`config.mk`:
```
export PLATFORM = sky130hd
export DESIGN_NAME = tccfg_top
export DESIGN_NICKNAME = d
export VERILOG_FILES = /design/src/hdl/tccfg_pkg.sv /design/src/hdl/tccfg_prescaler.sv /design/src/hdl/tccfg_event_route.sv /design/src/hdl/tccfg_top.sv
export VERILOG_INCLUDE_DIRS = /design/src /design/src/hdl
export SDC_FILE = /design/constraint.sdc
export NUM_CORES = 1
export LEC_CHECK = 0
export BUFFER_PORTS_ARGS = -buffer_cell sky130_fd_sc_hd__buf_2
export CAP_MARGIN = 20
export CORE_MARGIN = 2
export CORE_UTILIZATION = 35
export DETAILED_ROUTE_END_ITERATION = 12
export SLEW_MARGIN = 15
export SYNTH_ARGS = -nofsm -noshare
export SYNTH_HDL_FRONTEND = slang
export SYNTH_SLANG_ARGS = --single-unit
```
`constraint.sdc`:
```
create_clock -name CLK -period 6.79 [get_ports CLK]
set_clock_uncertainty 0.1 [all_clocks]
set_input_delay 2.037 -clock CLK [delete_from_list [all_inputs] [get_ports CLK]]
set_output_delay 2.037 -clock CLK [all_outputs]
set_load 0.05 [all_outputs]
```
`src/hdl/tccfg_defs.svh`:
```
// Register offsets, field positions, reset values and timing for the timer control block
`ifndef TCCFG_DEFS_SVH
`define TCCFG_DEFS_SVH
`define TCCFG_OFF_CLK 4'h0
`define TCCFG_OFF_WAVE 4'h1
`define TCCFG_OFF_CMP 4'h2
`define TCCFG_OFF_EVT 4'h3
`define TCCFG_OFF_CMD 4'h4
`define TCCFG_OFF_PER 4'h5
`define TCCFG_OFF_CCA 4'h6
`define TCCFG_OFF_CNT 4'h7
`define TCCFG_OFF_STAT 4'h8
`define TCCFG_CMD_RESTART_BIT 1
`define TCCFG_CTRL_RESET 8'h00
`define TCCFG_PER_RESET 16'hFFFF
`define TCCFG_EVT_DELAY_CYC 1
`endif

```
`src/hdl/tccfg_pkg.sv`:
```
// Types shared by the timer control block
package tccfg_pkg;
   typedef enum logic [2:0] {
      TCCFG_WM_NORMAL = 3'h0, TCCFG_WM_FREQ = 3'h1, TCCFG_WM_ONE_RAMP = 3'h3,
      TCCFG_WM_TWO_TOP = 3'h5, TCCFG_WM_TWO_BOTH = 3'h6, TCCFG_WM_TWO_BOTTOM = 3'h7
   } tccfg_wave_e;
   typedef enum logic [2:0] {
      TCCFG_EA_NONE = 3'h0, TCCFG_EA_CAPTURE = 3'h1, TCCFG_EA_DIRECTION = 3'h2,
      TCCFG_EA_QUADRATURE = 3'h3, TCCFG_EA_RESTART = 3'h4, TCCFG_EA_FREQ_INPUT_CAPTURE_ACTION = 3'h5,
      TCCFG_EA_PULSE_WIDTH = 3'h6
   } tccfg_action_e;
   typedef struct packed {
      logic [3:0] channel_enable;
      logic [2:0] wave_mode;
      logic [3:0] direct_output_value;
      logic [2:0] event_action;
      logic event_delay;
      logic [3:0] event_source_sel;
      logic [3:0] clock_source_sel;
   } tccfg_ctrl_s;
endpackage

```
`src/hdl/tccfg_prescaler.sv`:
```
// Free-running prescaler giving one-cycle ticks for the seven division ratios
`timescale 1ns/1ps
module tccfg_prescaler #(
   parameter int WIDTH = 10
) (
   // Clock and reset
   input wire logic clk,
   input wire logic rst_n,
   // Control
   input wire logic run,
   input wire logic [3:0] sel,
   // Tick
   output logic tick
);
   logic [WIDTH-1:0] div_reg;
   logic hit;

   always_ff @(posedge clk or negedge rst_n) begin
      if (!rst_n) begin
         div_reg <= '0;
      end else if (run) begin
         div_reg <= div_reg + 1'b1;
      end else begin
         div_reg <= '0;
      end
   end

   always_comb begin
      case (sel)
         4'h1: hit = 1'b1;
         4'h2: hit = &div_reg[0:0];
         4'h3: hit = &div_reg[1:0];
         4'h4: hit = &div_reg[2:0];
         4'h5: hit = &div_reg[5:0];
         4'h6: hit = &div_reg[7:0];
         4'h7: hit = &div_reg[9:0];
         default: hit = 1'b0;
      endcase
   end

   assign tick = run && hit;
endmodule

```
`src/hdl/tccfg_event_route.sv`:
```
// Event channel routing: selected channel plus per-capture-channel rotation
`timescale 1ns/1ps
module tccfg_event_route (
   // Clock and reset
   input wire logic clk,
   input wire logic rst_n,
   // Selection
   input wire logic [3:0] source_sel,
   input wire logic [2:0] action,
   input wire logic delay,
   // Events
   input wire logic [7:0] events,
   output logic [3:0] chan_event,
   output logic main_event
);
   logic [3:0] raw;
   logic [3:0] dly_reg;
   logic [7:0] prev_reg;
   logic [7:0] rise;
   logic active;

   // Low source codes and the none/reserved actions route nothing
   assign active = source_sel[3] && (action != 3'h0) && (action != 3'h7);
   // Channels carry levels; one event per rising edge, not one per cycle held
   assign rise = events & ~prev_reg;

   genvar i;
   generate
      for (i = 0; i < 4; i++) begin : g_rot
         logic [2:0] idx;
         assign idx = source_sel[2:0] + 3'(i);
         assign raw[i] = active && rise[idx];
      end
   endgenerate

   always_ff @(posedge clk or negedge rst_n) begin
      if (!rst_n) begin
         dly_reg <= '0;
         prev_reg <= '0;
      end else begin
         dly_reg <= raw;
         prev_reg <= events;
      end
   end

   // Delayed copy is gated too, so no stale edge leaks once routing turns inactive
   assign chan_event = (delay ? dly_reg : raw) & {4{active}};
   assign main_event = chan_event[0];
endmodule

```
`src/hdl/tccfg_top.sv`:
```
// Timer control registers with counter, waveform generator and event routing
`timescale 1ns/1ps
`include "tccfg_defs.svh"
module tccfg_top (
   // Clock and reset
   input wire logic CLK,
   input wire logic RST_N,
   // Register port
   input wire logic [3:0] ADDR,
   input wire logic [15:0] WDATA,
   input wire logic WR,
   input wire logic RD,
   output logic [15:0] RDATA,
   // Events and port
   input wire logic [7:0] EVENT_CH,
   input wire logic [3:0] PORT_OUT,
   output logic [3:0] WAVE_OUTPUT_PIN,
   output logic OVERFLOW_EVENT,
   output logic [3:0] CAPTURE_EVENT
);
   logic rst_meta_reg, rst_n_reg;
   logic [7:0] ev_meta_reg, ev_sync_reg;
   tccfg_pkg::tccfg_ctrl_s ctrl_reg;
   logic [15:0] per_reg, cca_reg, cnt_reg;
   logic [15:0] cap_reg [4];
   logic [3:0] capv_reg;
   logic dir_reg, error_flag_reg, overflow_flag_reg;
   logic [3:0] wg_reg;
   logic [3:0] pin_reg, input_capture_action_out_reg;
   logic ovf_out_reg;
   logic pre_tick, cnt_tick, running, is_capture, restart;
   logic [15:0] top;
   logic at_top, at_bottom, flag_point;
   logic [3:0] chan_event;
   logic main_event;
   tccfg_pkg::tccfg_wave_e wmode;

   always_ff @(posedge CLK or negedge RST_N) begin
      if (!RST_N) begin
         rst_meta_reg <= 1'b0;
         rst_n_reg <= 1'b0;
      end else begin
         rst_meta_reg <= 1'b1;
         rst_n_reg <= rst_meta_reg;
      end
   end

   always_ff @(posedge CLK or negedge rst_n_reg) begin
      if (!rst_n_reg) begin
         ev_meta_reg <= '0;
         ev_sync_reg <= '0;
      end else begin
         ev_meta_reg <= EVENT_CH;
         ev_sync_reg <= ev_meta_reg;
      end
   end

   // Control register writes, upper bits dropped so they read zero
   always_ff @(posedge CLK or negedge rst_n_reg) begin
      if (!rst_n_reg) begin
         ctrl_reg <= '0;
         per_reg <= `TCCFG_PER_RESET;
         cca_reg <= '0;
      end else if (WR) begin
         case (ADDR)
            `TCCFG_OFF_CLK: ctrl_reg.clock_source_sel <= WDATA[3:0];
            `TCCFG_OFF_WAVE: begin
               ctrl_reg.channel_enable <= WDATA[7:4];
               ctrl_reg.wave_mode <= WDATA[2:0];
            end
            `TCCFG_OFF_CMP: ctrl_reg.direct_output_value <= WDATA[3:0];
            `TCCFG_OFF_EVT: begin
               ctrl_reg.event_action <= WDATA[7:5];
               ctrl_reg.event_delay <= WDATA[4];
               ctrl_reg.event_source_sel <= WDATA[3:0];
            end
            `TCCFG_OFF_PER: per_reg <= WDATA;
            `TCCFG_OFF_CCA: cca_reg <= WDATA;
            default: ;
         endcase
      end
   end

   assign restart = WR && (ADDR == `TCCFG_OFF_CMD) && WDATA[`TCCFG_CMD_RESTART_BIT];
   assign running = ctrl_reg.clock_source_sel != 4'h0;

   tccfg_prescaler #(.WIDTH(10)) u_pre (
      .clk(CLK),
      .rst_n(rst_n_reg),
      .run(running && !ctrl_reg.clock_source_sel[3]),
      .sel(ctrl_reg.clock_source_sel),
      .tick(pre_tick)
   );

   tccfg_event_route u_route (
      .clk(CLK),
      .rst_n(rst_n_reg),
      .source_sel(ctrl_reg.event_source_sel),
      .action(ctrl_reg.event_action),
      .delay(ctrl_reg.event_delay),
      .events(ev_sync_reg),
      .chan_event(chan_event),
      .main_event(main_event)
   );

   // Event clock counts on the synchronised channel level's rising edge
   logic [7:0] ev_prev_reg;
   always_ff @(posedge CLK or negedge rst_n_reg) begin
      if (!rst_n_reg) begin
         ev_prev_reg <= '0;
      end else begin
         ev_prev_reg <= ev_sync_reg;
      end
   end
   assign cnt_tick = ctrl_reg.clock_source_sel[3] ?
      (ev_sync_reg[ctrl_reg.clock_source_sel[2:0]] && !ev_prev_reg[ctrl_reg.clock_source_sel[2:0]])
      : pre_tick;

   // Reserved wave codes fall back to normal
   always_comb begin
      case (ctrl_reg.wave_mode)
         3'h1: wmode = tccfg_pkg::TCCFG_WM_FREQ;
         3'h3: wmode = tccfg_pkg::TCCFG_WM_ONE_RAMP;
         3'h5: wmode = tccfg_pkg::TCCFG_WM_TWO_TOP;
         3'h6: wmode = tccfg_pkg::TCCFG_WM_TWO_BOTH;
         3'h7: wmode = tccfg_pkg::TCCFG_WM_TWO_BOTTOM;
         default: wmode = tccfg_pkg::TCCFG_WM_NORMAL;
      endcase
   end

   assign is_capture = (ctrl_reg.event_action == tccfg_pkg::TCCFG_EA_CAPTURE) ||
      (ctrl_reg.event_action == tccfg_pkg::TCCFG_EA_FREQ_INPUT_CAPTURE_ACTION) ||
      (ctrl_reg.event_action == tccfg_pkg::TCCFG_EA_PULSE_WIDTH);
   assign top = (wmode == tccfg_pkg::TCCFG_WM_FREQ) ? cca_reg : per_reg;
   assign at_top = cnt_tick && (dir_reg ? 1'b0 : (cnt_reg >= top));
   // Bottom is left from zero, so top and bottom sit half a period apart
   assign at_bottom = cnt_tick && dir_reg && (cnt_reg == 16'h0000);

   logic two_ramp;
   assign two_ramp = wmode[2];

   // Flag and update points per wave mode
   always_comb begin
      case (wmode)
         tccfg_pkg::TCCFG_WM_NORMAL: flag_point = at_top;
         tccfg_pkg::TCCFG_WM_FREQ: flag_point = at_top;
         tccfg_pkg::TCCFG_WM_ONE_RAMP: flag_point = at_top;
         tccfg_pkg::TCCFG_WM_TWO_TOP: flag_point = at_top;
         tccfg_pkg::TCCFG_WM_TWO_BOTH: flag_point = at_top || at_bottom;
         tccfg_pkg::TCCFG_WM_TWO_BOTTOM: flag_point = at_bottom;
         default: flag_point = at_top;
      endcase
   end

   // Counter and direction; one-ramp wrap to zero is its top point
   always_ff @(posedge CLK or negedge rst_n_reg) begin
      if (!rst_n_reg) begin
         cnt_reg <= '0;
         dir_reg <= 1'b0;
      end else if (restart) begin
         cnt_reg <= '0;
         dir_reg <= 1'b0;
      end else if (ctrl_reg.event_action == tccfg_pkg::TCCFG_EA_RESTART && main_event) begin
         cnt_reg <= '0;
         dir_reg <= 1'b0;
      end else if (cnt_tick) begin
         if (two_ramp) begin
            if (at_top) begin
               dir_reg <= 1'b1;
               cnt_reg <= cnt_reg - 16'h0001;
            end else if (at_bottom) begin
               dir_reg <= 1'b0;
               cnt_reg <= 16'h0001;
            end else begin
               cnt_reg <= dir_reg ? cnt_reg - 16'h0001 : cnt_reg + 16'h0001;
            end
         end else if (ctrl_reg.event_action == tccfg_pkg::TCCFG_EA_DIRECTION && main_event) begin
            cnt_reg <= cnt_reg - 16'h0001;
         end else begin
            cnt_reg <= at_top ? 16'h0000 : cnt_reg + 16'h0001;
         end
      end
   end

   // Waveform generator outputs
   always_ff @(posedge CLK or negedge rst_n_reg) begin
      if (!rst_n_reg) begin
         wg_reg <= '0;
      end else if (restart) begin
         wg_reg <= '0;
      end else if (!running) begin
         // Only a write loads them, so a restart while off leaves them cleared
         if (WR && ADDR == `TCCFG_OFF_CMP) begin
            wg_reg <= WDATA[3:0];
         end
      end else if (cnt_tick) begin
         case (wmode)
            tccfg_pkg::TCCFG_WM_FREQ: if (at_top) wg_reg[0] <= ~wg_reg[0];
            tccfg_pkg::TCCFG_WM_ONE_RAMP: wg_reg <= at_top ? 4'h0 : 4'hF;
            tccfg_pkg::TCCFG_WM_NORMAL: wg_reg <= wg_reg;
            default: wg_reg <= at_bottom ? 4'hF : (at_top ? 4'h0 : wg_reg);
         endcase
      end
   end

   // Capture of count into per-channel slots
   genvar c;
   generate
      for (c = 0; c < 4; c++) begin : g_cap
         always_ff @(posedge CLK or negedge rst_n_reg) begin
            if (!rst_n_reg) begin
               cap_reg[c] <= '0;
               capv_reg[c] <= 1'b0;
            end else if (is_capture && ctrl_reg.channel_enable[c] && chan_event[c]) begin
               cap_reg[c] <= cnt_reg;
               capv_reg[c] <= 1'b1;
            end else if (RD && ADDR == `TCCFG_OFF_STAT) begin
               capv_reg[c] <= 1'b0;
            end
         end
      end
   endgenerate

   // Sticky flags: hardware set beats read clear
   logic [3:0] cap_hit;
   assign cap_hit = {4{is_capture}} & ctrl_reg.channel_enable & chan_event;
   always_ff @(posedge CLK or negedge rst_n_reg) begin
      if (!rst_n_reg) begin
         error_flag_reg <= 1'b0;
         overflow_flag_reg <= 1'b0;
      end else begin
         if (|(cap_hit & capv_reg)) begin
            error_flag_reg <= 1'b1;
         end else if (RD && ADDR == `TCCFG_OFF_STAT) begin
            error_flag_reg <= 1'b0;
         end
         if (flag_point) begin
            overflow_flag_reg <= 1'b1;
         end else if (RD && ADDR == `TCCFG_OFF_STAT) begin
            overflow_flag_reg <= 1'b0;
         end
      end
   end

   // Pin override only in waveform modes
   always_ff @(posedge CLK or negedge rst_n_reg) begin
      if (!rst_n_reg) begin
         pin_reg <= '0;
         ovf_out_reg <= 1'b0;
         input_capture_action_out_reg <= '0;
      end else begin
         for (int k = 0; k < 4; k++) begin
            pin_reg[k] <= (wmode != tccfg_pkg::TCCFG_WM_NORMAL && ctrl_reg.channel_enable[k]) ?
               wg_reg[k] : PORT_OUT[k];
         end
         ovf_out_reg <= flag_point;
         input_capture_action_out_reg <= cap_hit;
      end
   end

   // Read data one cycle after the strobe
   always_ff @(posedge CLK or negedge rst_n_reg) begin
      if (!rst_n_reg) begin
         RDATA <= '0;
      end else if (RD) begin
         case (ADDR)
            `TCCFG_OFF_CLK: RDATA <= {12'h000, ctrl_reg.clock_source_sel};
            `TCCFG_OFF_WAVE: RDATA <= {8'h00, ctrl_reg.channel_enable, 1'b0, ctrl_reg.wave_mode};
            `TCCFG_OFF_CMP: RDATA <= {12'h000, ctrl_reg.direct_output_value};
            `TCCFG_OFF_EVT: RDATA <= {8'h00, ctrl_reg.event_action, ctrl_reg.event_delay,
               ctrl_reg.event_source_sel};
            `TCCFG_OFF_PER: RDATA <= per_reg;
            `TCCFG_OFF_CCA: RDATA <= is_capture ? cap_reg[0] : cca_reg;
            `TCCFG_OFF_CNT: RDATA <= cnt_reg;
            `TCCFG_OFF_STAT: RDATA <= {7'h00, dir_reg, capv_reg, wg_reg[3:2], error_flag_reg,
               overflow_flag_reg};
            default: RDATA <= '0;
         endcase
      end else begin
         RDATA <= '0;
      end
   end

   assign WAVE_OUTPUT_PIN = pin_reg;
   assign OVERFLOW_EVENT = ovf_out_reg;
   assign CAPTURE_EVENT = input_capture_action_out_reg;
endmodule

```
### Yosys cells after proc, flatten, opt, wreduce, memory -nomap -nowiden

Index checks and enable logic that the tools add are counted.

* bits of input ports: 36
* register bits: 163

* equality and inequality tests: 35
* order comparisons: 6
* muxes and demuxes: 59
* reduce and logical (&&, ||, !) cells: 67
* $add $sub $neg: 6
* bitwise logic cells: 7

Operators by type and width (count)
* $mux W16: 12
* $pmux W16 S8: 1
* $eq A4 B3 Y1 const B: 8
* $mux W4: 8
* $logic_and A1 B1 Y1: 30
* $mux W1: 26
* $eq A3 B3 Y1 const B: 8
* $lt A3 B4 Y1 const B: 5
* $bmux W1 S3: 6
* $add A16 B1 Y16 const B: 1
* $and A4 B4 Y4: 4
* $eq A4 B2 Y1 const B: 4
* $ge A16 B16 Y1: 1
* $logic_not A16 Y1: 1
* $sub A16 B1 Y16 const B: 1
* $pmux W3 S5: 1
* $reduce_bool A3 Y1: 5
* $reduce_and A2 Y1: 7
* $reduce_bool A2 Y1: 6
* $add A10 B1 Y10 const B: 1
* $mux W10: 1
* $reduce_and A10 Y1: 1
* $eq A3 B1 Y1 const B: 3
* $eq A3 B2 Y1 const B: 3
* 27 further kinds: 36

### Longest topological paths before layout

Gate-level depths: netlist of run 1.

* depth after elaboration: 13
* mapped depth: 15
* mapped depth without buffers: 12

### Hierarchy

A second synthesis of run 1 with hierarchy kept.

* cells, all modules: 823
* area total of the unflattened synthesis: 9098.7 µm²

Modules (own cells, without submodules)
* tccfg_top: area an instance 7822.5 µm², cells an instance 713, sequential area each 3748.6 µm², times used 1
* tccfg_event_route: area an instance 721.9 µm², cells an instance 56, sequential area each 300.3 µm², times used 1
* tccfg_prescaler: area an instance 554.3 µm², cells an instance 54, sequential area each 250.2 µm², times used 1

### Worst setup path before layout of run 1

OpenSTA, ideal clock, no wires.

* path kind: reg-to-reg
* from: reg ctrl_reg[18] (netlist name)
* to: reg cnt_reg[9]
* slack: 2666 ps
* cell stages (with the launch flop): 14
* required time: 6586 ps
* library setup time: 104 ps
* period minus slack after synthesis: 4124 ps
* path buffers: 2
* data arrival time: 3921 ps
* cell sequence: dfrtp_1 > clkbuf_1 > nand2b_1 > nor2_1 > clkbuf_1 > mux2i_1 > ha_1 > a2111o_1 > a31oi_1 > a211oi_2 > nor2_2 > mux2_2 > a21o_1 > a221oi_1

* longest elaborated chain between the ends: 13
* elaborated cells between the ends (all ways): 18
* those cells by class: 1 x order compare; 6 x eq/ne; 10 x mux; 1 x reduce/logical

RTL lines
* from (decl): line tccfg_top.sv:23 `tccfg_pkg::tccfg_ctrl_s ctrl_reg;`
* $eq A3 B3 Y1 (tied with other cells): line tccfg_top.sv:121 `case (ctrl_reg.wave_mode)`
* $pmux W3 S5 (*): line tccfg_top.sv:121
* $eq A3 B1 Y1: line tccfg_top.sv:134 `assign top = (wmode == tccfg_pkg::TCCFG_WM_FREQ) ? cca_reg : per_reg;`
* $mux W16: line tccfg_top.sv:134
* $ge A16 B16 Y1: line tccfg_top.sv:135 `assign at_top = cnt_tick && (dir_reg ? 1'b0 : (cnt_reg >= top));`
* $mux W1: line tccfg_top.sv:135
* $logic_and A1 B1 Y1: line tccfg_top.sv:135
* $mux W16: line tccfg_top.sv:180 `cnt_reg <= at_top ? 16'h0000 : cnt_reg + 16'h0001;`
* $mux W16: line tccfg_top.sv:177 `end else if (ctrl_reg.event_action == tccfg_pkg::TCCFG_EA_DIRECTION && main_event) begin`
* $mux W16 (*): line tccfg_top.sv:167 `if (two_ramp) begin`
* $mux W16 (*): line tccfg_top.sv:166 `end else if (cnt_tick) begin`
* $mux W16 (*): line tccfg_top.sv:163 `end else if (ctrl_reg.event_action == tccfg_pkg::TCCFG_EA_RESTART && main_event) begin`
* $mux W16 (*): line tccfg_top.sv:160 `end else if (restart) begin`
* to (signal assigned): line tccfg_top.sv:170 `cnt_reg <= cnt_reg - 16'h0001;`
* to (signal assigned): line tccfg_top.sv:175 `cnt_reg <= dir_reg ? cnt_reg - 16'h0001 : cnt_reg + 16'h0001;`
* to (signal assigned): line tccfg_top.sv:178 `cnt_reg <= cnt_reg - 16'h0001;`
* to (decl): line tccfg_top.sv:24 `logic [15:0] per_reg, cca_reg, cnt_reg;`

Mark *: on every way between the ends. The rest lies on a longest branch, timed or not. The select of a mux whose other input is x is not followed.
A chain may end at the register's enable or synchronous reset.

### Worst setup path in the final report of run 1

Ends and elaborated chain as after synthesis.

==> impl_metrics.json, run 1 <==
{
  "status": "complete, no violations",
  "postCtsSetupRepairBufs": 0,
  "core-area_um2": 25300,
  "critical_path.cell_chain": "nand2b_1, nor2_2, mux2_2, ha_1, nand2b_1, a2111o_1, a31oi_1, a211oi_2, nor2_2, mux2_2, a21o_1, a221oi_1",
  "synth_nets": 907,
  "final_common_cell": "dfrtp_1",
  "rsz0062_at_grt": "no",
  "timing.rr.end": "cnt_reg[9]",
  "worst_pin_slew_ns": 0.918,
  "ioPinCount": 61,
  "grt_start_max_net_pins": 63,
  "cts.sinks": 163,
  "setup_viol": 0,
  "critPathKind": "reg2reg",
  "dp_hpwl_mm": 17.3,
  "ant_nets": 0,
  "yosysUniqueCellTypes": 83,
  "mostFrequentLayoutCells": "dfrtp_1, mux2_2, nor2_1",
  "reg2reg_from": "ctrl_reg[18]",
  "grtUsageTotal": 0.188,
  "yosys_most_used_dff": "dfrtp_1",
  "die_y_um": 165,
  "nets": 940,
  "design_area_um2": 10200,
  "path_buf_inv": 0,
  "r2r_slack_ns": 2.41,
  "hold_class": "reg2reg",
  "ctsLongestPathBuffers": 2,
  "total_leakage_power_nw": 4.38,
  "fmax_mhz": 228,
  "synth_area_um2": 9020,
  "die-area_um2": 27100,
  "ys_ff_latch": 163,
  "vias": 6915,
  "drtIter0Drc": 583,
  "drt_pass1_iterations": 5,
  "reg2regPathDepth": 12,
  "synth_edf_count": 0,
  "gp_congestion": 0.865,
  "synth.avg_cell_area_um2": 10.6,
  "grt_pass1_wl_mm": 39.1,
  "critPathMaxStageDelay_ns": 0.49,
  "cts_buffers": 17,
  "hold_path_end": "rst_n_reg",
  "setup_tns_ns": 0,
  "placementRows": 58,
  "ir_drop_uv": 181,
  "area_growth_pct": 13.1,
  "ys_async_sr_fraction": 1.00,
  "port_buffers": 60,
  "start_util": 0.357,
  "finalCritPeriodShare": 0.646,
  "relSlewSlack": 0.387,
  "yosysSeqAreaShare": 0.454,
  "post_cts_resized": 0,
  "drcViolationCount": 0,
  "slew_violations": 0,
  "clk_latency_ns": 0.44,
  "wirelength_mm": 24.4,
  "routedWlPerCell_um": 19.9,
  "syn_inst": 849,
  "drv_cap": 0,
  "p_per_area_nw_per_um2": 369,
  "cts_hold_buf": 0,
  "crit_slowest_cell": "nor2_2",
  "antenna_found_initial": 0,
  "diodes": 0,
  "ys_warn_count": 0,
  "viasPerCell": 5.64,
  "cp_max_fo": 12,
  "largest_register_ffs": 23,
  "whs_path_depth": 0,
  "arrival_ns": 4.62,
  "htree_levels": 4,
  "critPathRequiredTime_ns": 7.02,
  "path_delay_family": "compound AO/OA/AOI/OAI gates",
  "root_buffer": "clkbuf_16",
  "grt_pass1_vias": 6915,
  "end_kind": "flip-flop",
  "placedInstanceArea_um2": 9580,
  "cts.clk_slew.worst_paths_ns": 0.07,
  "worstHoldStart": "rst_meta_reg",
  "cp-start-kind": "flip-flop",
  "hold_violations": 0,
  "tritoncts": "yes",
  "drive_gt1_frac": 0.267,
  "grt.overflow.total": 0,
  "die_w_um": 165,
  "min_period_ns": 4.38
}
## synthesized netlist by cell type, types with 12 or more instances
cell	n	area [µm²]
dfrtp_1	147	3680
mux2_2	91	1020
nor2_1	63	236
nand2_1	56	210
clkbuf_1	43	161
o21ai_0	32	160
mux2i_1	31	310
nand3_1	30	150
a21oi_1	24	120
ha_1	22	275
nor3_1	19	95.1
nor2b_1	18	113
dfstp_2	16	420
inv_1	15	56.3
a221oi_1	13	114
xnor2_1	13	114
nand2b_1	12	75.1
## logic make-up after synthesis
group / Yosys count / synth area share
other cells: 1 / 0.000416
flops: 163 / 0.454
simple gates: 268 / 0.152
compound gates: 168 / 0.136
buf+inv: 73 / 0.0332
fa+ha+maj: 22 / 0.0305
xor+xnor: 22 / 0.0214
mux: 132 / 0.173
## stage by stage
step / cells / util / setup slack [ns] / total power, mW / hold slack, ns
floorplan: 849 / - / 1.84 / 2.43 / 0.231
global placement: 1192 / 0.379 / 2.04 / 2.76 / 0.232
detailed placement: 1192 / 0.379 / 1.92 / 2.79 / 0.236
CTS: 1224 / 0.403 / 1.89 / 3.78 / 0.254
global route: 1225 / 0.404 / 2.18 / 4.00 / 0.256
finish: 1225 / 0.404 / 2.41 / 3.77 / 0.252
## how the worst max path moves through the flow
| stage | cells past startpoint | from | endpoint |
|---|---|---|---|
| after floorplan | 0 | rst_n_reg | CAPTURE_EVENT[0] |
| after global placement | 12 | ctrl_reg[18] | cnt_reg[9] |
| after detailed placement | 12 | ctrl_reg[18] | cnt_reg[9] |
| after CTS | 12 | ctrl_reg[18] | cnt_reg[9] |
| after global routing | 13 | ctrl_reg[18] | cnt_reg[12] |
| final | 12 | ctrl_reg[18] | cnt_reg[9] |
## final cells by class
class	instances	area, µm²
Fill cell	2427	15100
Multi-Input combinational cell	613	4630
Sequential cell	163	4100
Clock buffer	17	425
Tap cell	330	413
Timing Repair Buffer	72	394
Clock inverter	15	178
Inverter	15	56.3
## per-layer routing
layer | track usage | vias to the layer above | share of wire
met3 | 0.0342 | 34 | 0.050
met1 | 0.262 | 3435 | 0.46
met2 | 0.292 | 221 | 0.47
met4 | 0.0711 | 0 | 0.019
li1 | - | 3225 | -
met5 | 0 | - | 0
## power breakdown
group          total (mW)  leakage [nW]  switching (mW)  internal, mW
logic                1.26          2.05           0.689         0.567
clock network       0.977         0.293           0.476         0.501
registers            1.53          2.04           0.341          1.19
Note: power is estimated with default switching activity, not from simulation.
==> run 2: changes to the inputs <==
clock period = 3.5 ns   (was 6.79 ns; I/O delays follow)
==> run 2 against run 1 <==
Compared with the run above:
- register-to-register slack worse by 2.3 ns
- combinational power up 150%
- die area unchanged
- global-route usage up 0.74 points
- highest routed layer is now met5
- flip-flop and latch count unchanged
- critical path depth up 2
- largest cell class unchanged
- sequential power up 84%
- worst setup slack worse by 2.3 ns
- design area up 5.1%
==> impl_metrics.json, run 2 (synthesized netlist as in run 1, its figures left out) <==
{
  "finish.utilization": 0.424,
  "grt.overflow.total": 0,
  "end_kind": "flip-flop",
  "crit_slowest_cell": "a2111o_1",
  "ant_nets": 0,
  "status": "complete, no violations",
  "root_buffer": "clkbuf_16",
  "viasPerCell": 5.69,
  "p_int_mw": 4.75,
  "tritoncts": "yes",
  "ir_drop_uv": 429,
  "core-area_um2": 25300,
  "die_y_um": 165,
  "design_area_um2": 10700,
  "combPwrFrac": 0.401,
  "gp_congestion": 0.892,
  "critical_path.cell_chain": "nand2b_4, nor2_4, buf_12, mux2i_2, ha_1, a2111o_1, a31oi_4, a211oi_2, buf_4, nor2_4, buf_6, mux2_4, a32oi_1, o32ai_1",
  "whs_ns": 0.248,
  "setup_tns_ns": 0,
  "start_util": 0.357,
  "drv_cap": 0,
  "r2r_slack_ns": 0.08,
  "hold_path_end": "ev_sync_reg[5]",
  "finalCritPeriodShare": 0.977,
  "power_mw": 7.75,
  "worstHoldStart": "ev_meta_reg[5]",
  "grt_pass1_vias": 7043,
  "placementRows": 58,
  "critPathKind": "reg2reg",
  "crit_cells": 14,
  "wirelength_mm": 25.9,
  "critical_path.most_common_cell": "nor2_4",
  "drive_gt1_frac": 0.319,
  "die_w_um": 165,
  "grt-busiest-layer": "met2",
  "slew_violations": 0,
  "p_per_area_nw_per_um2": 723,
  "die-area_um2": 27100,
  "total_leakage_power_nw": 4.66,
  "cp_max_fo": 13,
  "largest_register_ffs": 23,
  "htree_levels": 4,
  "reg2regPathDepth": 14,
  "area_growth_pct": 18.8,
  "dp_cells": 1234,
  "grtUsageTotal": 0.195,
  "path_delay_family": "compound AO/OA/AOI/OAI gates",
  "ioPinCount": 61,
  "cts_buffers": 17,
  "timing.rr.end": "cnt_reg[5]",
  "hold_class": "reg2reg",
  "final_common_cell": "dfrtp_1",
  "rsz0062_at_grt": "yes",
  "routedWlPerCell_um": 20.3,
  "cp-start-kind": "flip-flop",
  "whs_path_depth": 0,
  "clk_latency_ns": 0.43,
  "arrival_ns": 3.60,
  "path_buf_inv": 3,
  "placedInstanceArea_um2": 9980,
  "fmax_mhz": 292,
  "ctsLongestPathBuffers": 2,
  "worst_pin_slew_ns": 0.886,
  "grt_pass1_wl_mm": 40.2,
  "drt_pass1_iterations": 7,
  "dp_slack_ns": -0.0125,
  "antenna_found_initial": 2,
  "setup_slack_ns": 0.0803,
  "reg2reg_from": "ctrl_reg[18]",
  "grt_util_met3": 0.0384,
  "use_met1": 0.266,
  "hold_violations": 0,
  "critPathMaxStageDelay_ns": 0.46,
  "drtIter0Drc": 667,
  "relSlewSlack": 0.409,
  "cts.clk_slew.worst_paths_ns": 0.06,
  "p_seq_frac": 0.363,
  "grt_start_max_net_pins": 67,
  "port_buffers": 60,
  "nets": 989,
  "cts.sinks": 163,
  "drcViolationCount": 0,
  "dp_hpwl_mm": 18.8,
  "min_period_ns": 3.42,
  "fin_cells": 1276,
  "vias": 7261,
  "grtUsageMet2": 0.317,
  "switchingPower_mw": 3.00,
  "p_sw_frac": 0.387,
  "mostFrequentLayoutCells": "dfrtp_1, mux2_2, nor2_1",
  "critPathRequiredTime_ns": 3.68,
  "setup_viol": 0,
  "power_frac_clock": 0.236
}
run 2: cell count changes in the layout (fill, tap and decap cells not counted), sizes merged:
| cell | before | now |
|---|---|---|
| buf | 72 | 121 |
| inv | 24 | 19 |
| clkbuf | 17 | 19 |
| diode | 0 | 2 |
| bufinv | 0 | 1 |
| clkinv | 5 | 6 |
| clkinvlp | 1 | 2 |
run 2: layout make-up:
class | instances | area [µm²]
Clock buffer | 19 | 443
Inverter | 15 | 56.3
Timing Repair Buffer | 121 | 816
Sequential cell | 163 | 4100
Clock inverter | 13 | 124
Fill cell | 2436 | 14500
Tap cell | 330 | 413
Antenna cell | 2 | 5.00
Multi-Input combinational cell | 613 | 4750
run 2: repair_timing:
action | CTS | global route
setup endpoints to repair | 1 | 16
hold buffers | 0 | 0
gates resized for setup | 1 | 18
setup buffers | 3 | 5
pin swaps | 1 | 10
run 2: worst max path at each step:
stage / startpoint / end / slack (ns)
2_1_floorplan: ctrl_reg[18] / cnt_reg[9] / 0.03
3_3_place_gp: ctrl_reg[18] / cnt_reg[9] / 0.10
3_5_place_dp: ctrl_reg[18] / cnt_reg[9] / -0.01
4_1_cts: ctrl_reg[18] / cnt_reg[9] / 0.005
5_1_grt: ctrl_reg[18] / cnt_reg[8] / -0.02
6_report: ctrl_reg[18] / cnt_reg[5] / 0.08
run 2: layer usage:
metal,vias to the layer above,share of wire
met5,-,0.00050
met4,2,0.015
met3,29,0.059
met2,258,0.48
met1,3652,0.45
li1,3320,-
run 2: power by group through the flow:
stage                     clock, mW  combinational [mW]  sequential, mW
final                          1.83                3.10            2.82
after global routing           1.95                3.37            2.87
after CTS                      1.86                2.94            2.81
after detailed placement          0                2.90            2.84
after global placement            0                2.86            2.83
after floorplan                   0                2.07            2.68
==> run 3: changes to the inputs <==
GPL_TIMING_DRIVEN = 0   (was not set)
SYNTH_HIERARCHICAL = 1   (was not set)
==> run 3 against run 2 <==
Compared with the run above:
- the flow now finishes with violations (negative setup slack)
- combinational power up 7.1%
- non-clock buffer count increased by 14
- die area is 0.87% higher
- first-iteration DRC count rose by 4.5%
- highest routed layer is now met4
==> impl_metrics.json, run 3 <==
{
  "die-area_um2": 27300,
  "core-area_um2": 25800,
  "yosysTopAreaCellShare": 0.426,
  "synth_edf_count": 0,
  "finalCritPeriodShare": 1.09,
  "grt_pass1_vias": 7014,
  "relSlewSlack": 0.281,
  "start_util": 0.353,
  "drtIter0Drc": 697,
  "ys_ff_latch": 171,
  "routedWlPerCell_um": 19.9,
  "hold_violations": 0,
  "drive_gt1_frac": 0.348,
  "drcViolationCount": 0,
  "synth.avg_cell_area_um2": 11.1,
  "yosys_most_used_dff": "dfrtp_1",
  "critPathRequiredTime_ns": 3.73,
  "synth_most_common_cell": "dfrtp_1",
  "synth_area_leaders": "dfrtp_1, mux2_2, dfstp_2",
  "placementRows": 59,
  "cts.sinks": 171,
  "root_buffer": "clkbuf_16",
  "ys_warn_count": 6,
  "ir_drop_uv": 319,
  "area_growth_pct": 22.7,
  "gp_congestion": 0.889,
  "syn_inst": 823,
  "finish.utilization": 0.433,
  "ys_async_sr_fraction": 1.00,
  "whs_ns": 0.211,
  "p_per_area_nw_per_um2": 716,
  "dp_slack_ns": -0.895,
  "grtUsageTotal": 0.191,
  "cts_hold_buf": 0,
  "cts.clk_slew.worst_paths_ns": 0.08,
  "ioPinCount": 61,
  "min_period_ns": 3.80,
  "nets": 985,
  "cp-start-kind": "flip-flop",
  "ctsLongestPathBuffers": 2,
  "setup_slack_ns": -0.302,
  "ant_nets": 0,
  "wirelength_mm": 25.3,
  "largest_register_ffs": 23,
  "cp_max_fo": 8,
  "htree_levels": 4,
  "status": "finished, violations left",
  "viasPerCell": 5.57,
  "fmax_mhz": 263,
  "die_y_um": 165,
  "worst_pin_slew_ns": 1.07,
  "synth_top_area_cell": "dfrtp_1",
  "critPathKind": "reg2reg",
  "drt_pass1_iterations": 5,
  "drv_cap": 0,
  "slew_violations": 0,
  "grt_pass1_wl_mm": 39.6,
  "end_kind": "flip-flop",
  "placedInstanceArea_um2": 9980,
  "hold_class": "reg2async",
  "arrival_ns": 4.03,
  "antenna_found_initial": 0,
  "total_leakage_power_nw": 4.77,
  "final_common_cell": "dfrtp_1",
  "cts_buffers": 17,
  "yosysUniqueCellTypes": 79,
  "die_w_um": 165,
  "synth_common_cells": "dfrtp_1, mux2_2, nand2_1",
  "synth_nets": 881,
  "synth_area_um2": 9100,
  "grt_start_max_net_pins": 54,
  "vias": 7102,
  "setup_viol": 19,
  "grt.overflow.total": 0,
  "violations": "negative setup slack",
  "fillers": 2419,
  "diodes": 0,
  "yosysSeqAreaShare": 0.472,
  "clk_latency_ns": 0.44,
  "design_area_um2": 11200,
  "tritoncts": "yes",
  "port_buffers": 58,
  "mostFrequentLayoutCells": "dfrtp_1, mux2_2, nand2_1",
  "rsz0062_at_grt": "yes",
  "dp_hpwl_mm": 17.9
}
==> run 3: cell types whose count changed after synthesis, sizes merged, moves of 8 or more <==
cell / delta
mux2: +8
o21ai: -13
mux2i: -11
nand3: -13
xnor2: +10
dfrtp: +8
nor3: -10
nand2: +12
and2: +10
==> run 3: repair_timing <==
| item | CTS | global route |
|---|---|---|
| endpoints found under the setup margin | 30 | 27 |
| resized for setup | 64 | 26 |
| pin swaps | 31 | 28 |
| setup buffers | 21 | 5 |
==> run 3: per-layer routing <==
layer  up-vias  wire (µm)  track usage
met5         -          0            0
met4         0        639       0.0636
met3        40       1260       0.0430
met2       227      12200        0.312
met1      3563      11200        0.251
li1       3272          -            -
==> run 3: worst max-delay path, cell delays in order, from the launching register on <==
cell and delay, ns:
dfrtp_2 0.41, nand2b_4 0.15, nor2_4 0.18, clkbuf_16 0.21, mux2i_4 0.25, ha_4 0.15
nand4_1 0.12, or3_4 0.40, or4_4 0.45, a41oi_4 0.30, buf_8 0.17, a21oi_1 0.08
o31ai_2 0.33, nor2_1 0.10, mux2_4 0.27
==> run 3: cell families (layout without fill, tap and decap cells) <==
logic type | count (synthesis) | count (layout) | share of synthesized area
buffers and inverters | 66 | 183 | 0.0309
other | 1 | 1 | 0.000412
flip-flops | 171 | 171 | 0.472
adder cells (fa/ha/maj) | 22 | 22 | 0.0303
multiplexers | 127 | 127 | 0.165
XOR/XNOR | 31 | 31 | 0.0298
AO/OA/AOI/OAI | 163 | 163 | 0.134
AND/OR/NAND/NOR | 242 | 242 | 0.138
==> run 3: worst paths after layout <==
check / startpoint / endpoint / slack [ns] / cells after the start
setup reg to reg: ctrl_reg[18] / wg_reg[1] / -0.30 / 14
min in group CLK: ev_meta_reg[7] / ev_sync_reg[7] / 0.25 / 0
max in group asynchronous: rst_n_reg / per_reg[10] / 2.11 / 2
hold / removal: rst_n_reg / ev_prev_reg[2] / 0.21 / 0
hold reg to reg: rst_n_reg / ev_prev_reg[2] / 0.21 / 0
setup / recovery: ctrl_reg[18] / wg_reg[1] / -0.30 / 14
==> run 3: layout make-up <==
type,instances,area (µm²),area share
inverter,16,65.1,0.00583
tap,335,419,0.0376
multi-input combinational,586,4900,0.439
clock inverter,15,173,0.0155
buffer,48,267,0.0239
timing repair buffer,87,607,0.0544
sequential,171,4310,0.386
clock buffer,17,425,0.0381
==> run 3: stage by stage <==
stage          std cells  power, mW  setup TNS (ns)
2_1_floorplan        823       4.70          -0.501
3_3_place_gp        1216       5.39          -92.52
3_5_place_dp        1219       5.45          -17.73
4_1_cts             1271       7.78           -3.20
5_1_grt             1275       8.43           -6.16
6_report            1275       7.99           -3.64
==> run 3: power by group <==
group | internal (mW) | leakage (nW) | switching [mW]
sequential | 2.38 | 2.14 | 0.381
combinational | 1.50 | 2.35 | 1.81
clock | 0.962 | 0.282 | 0.949
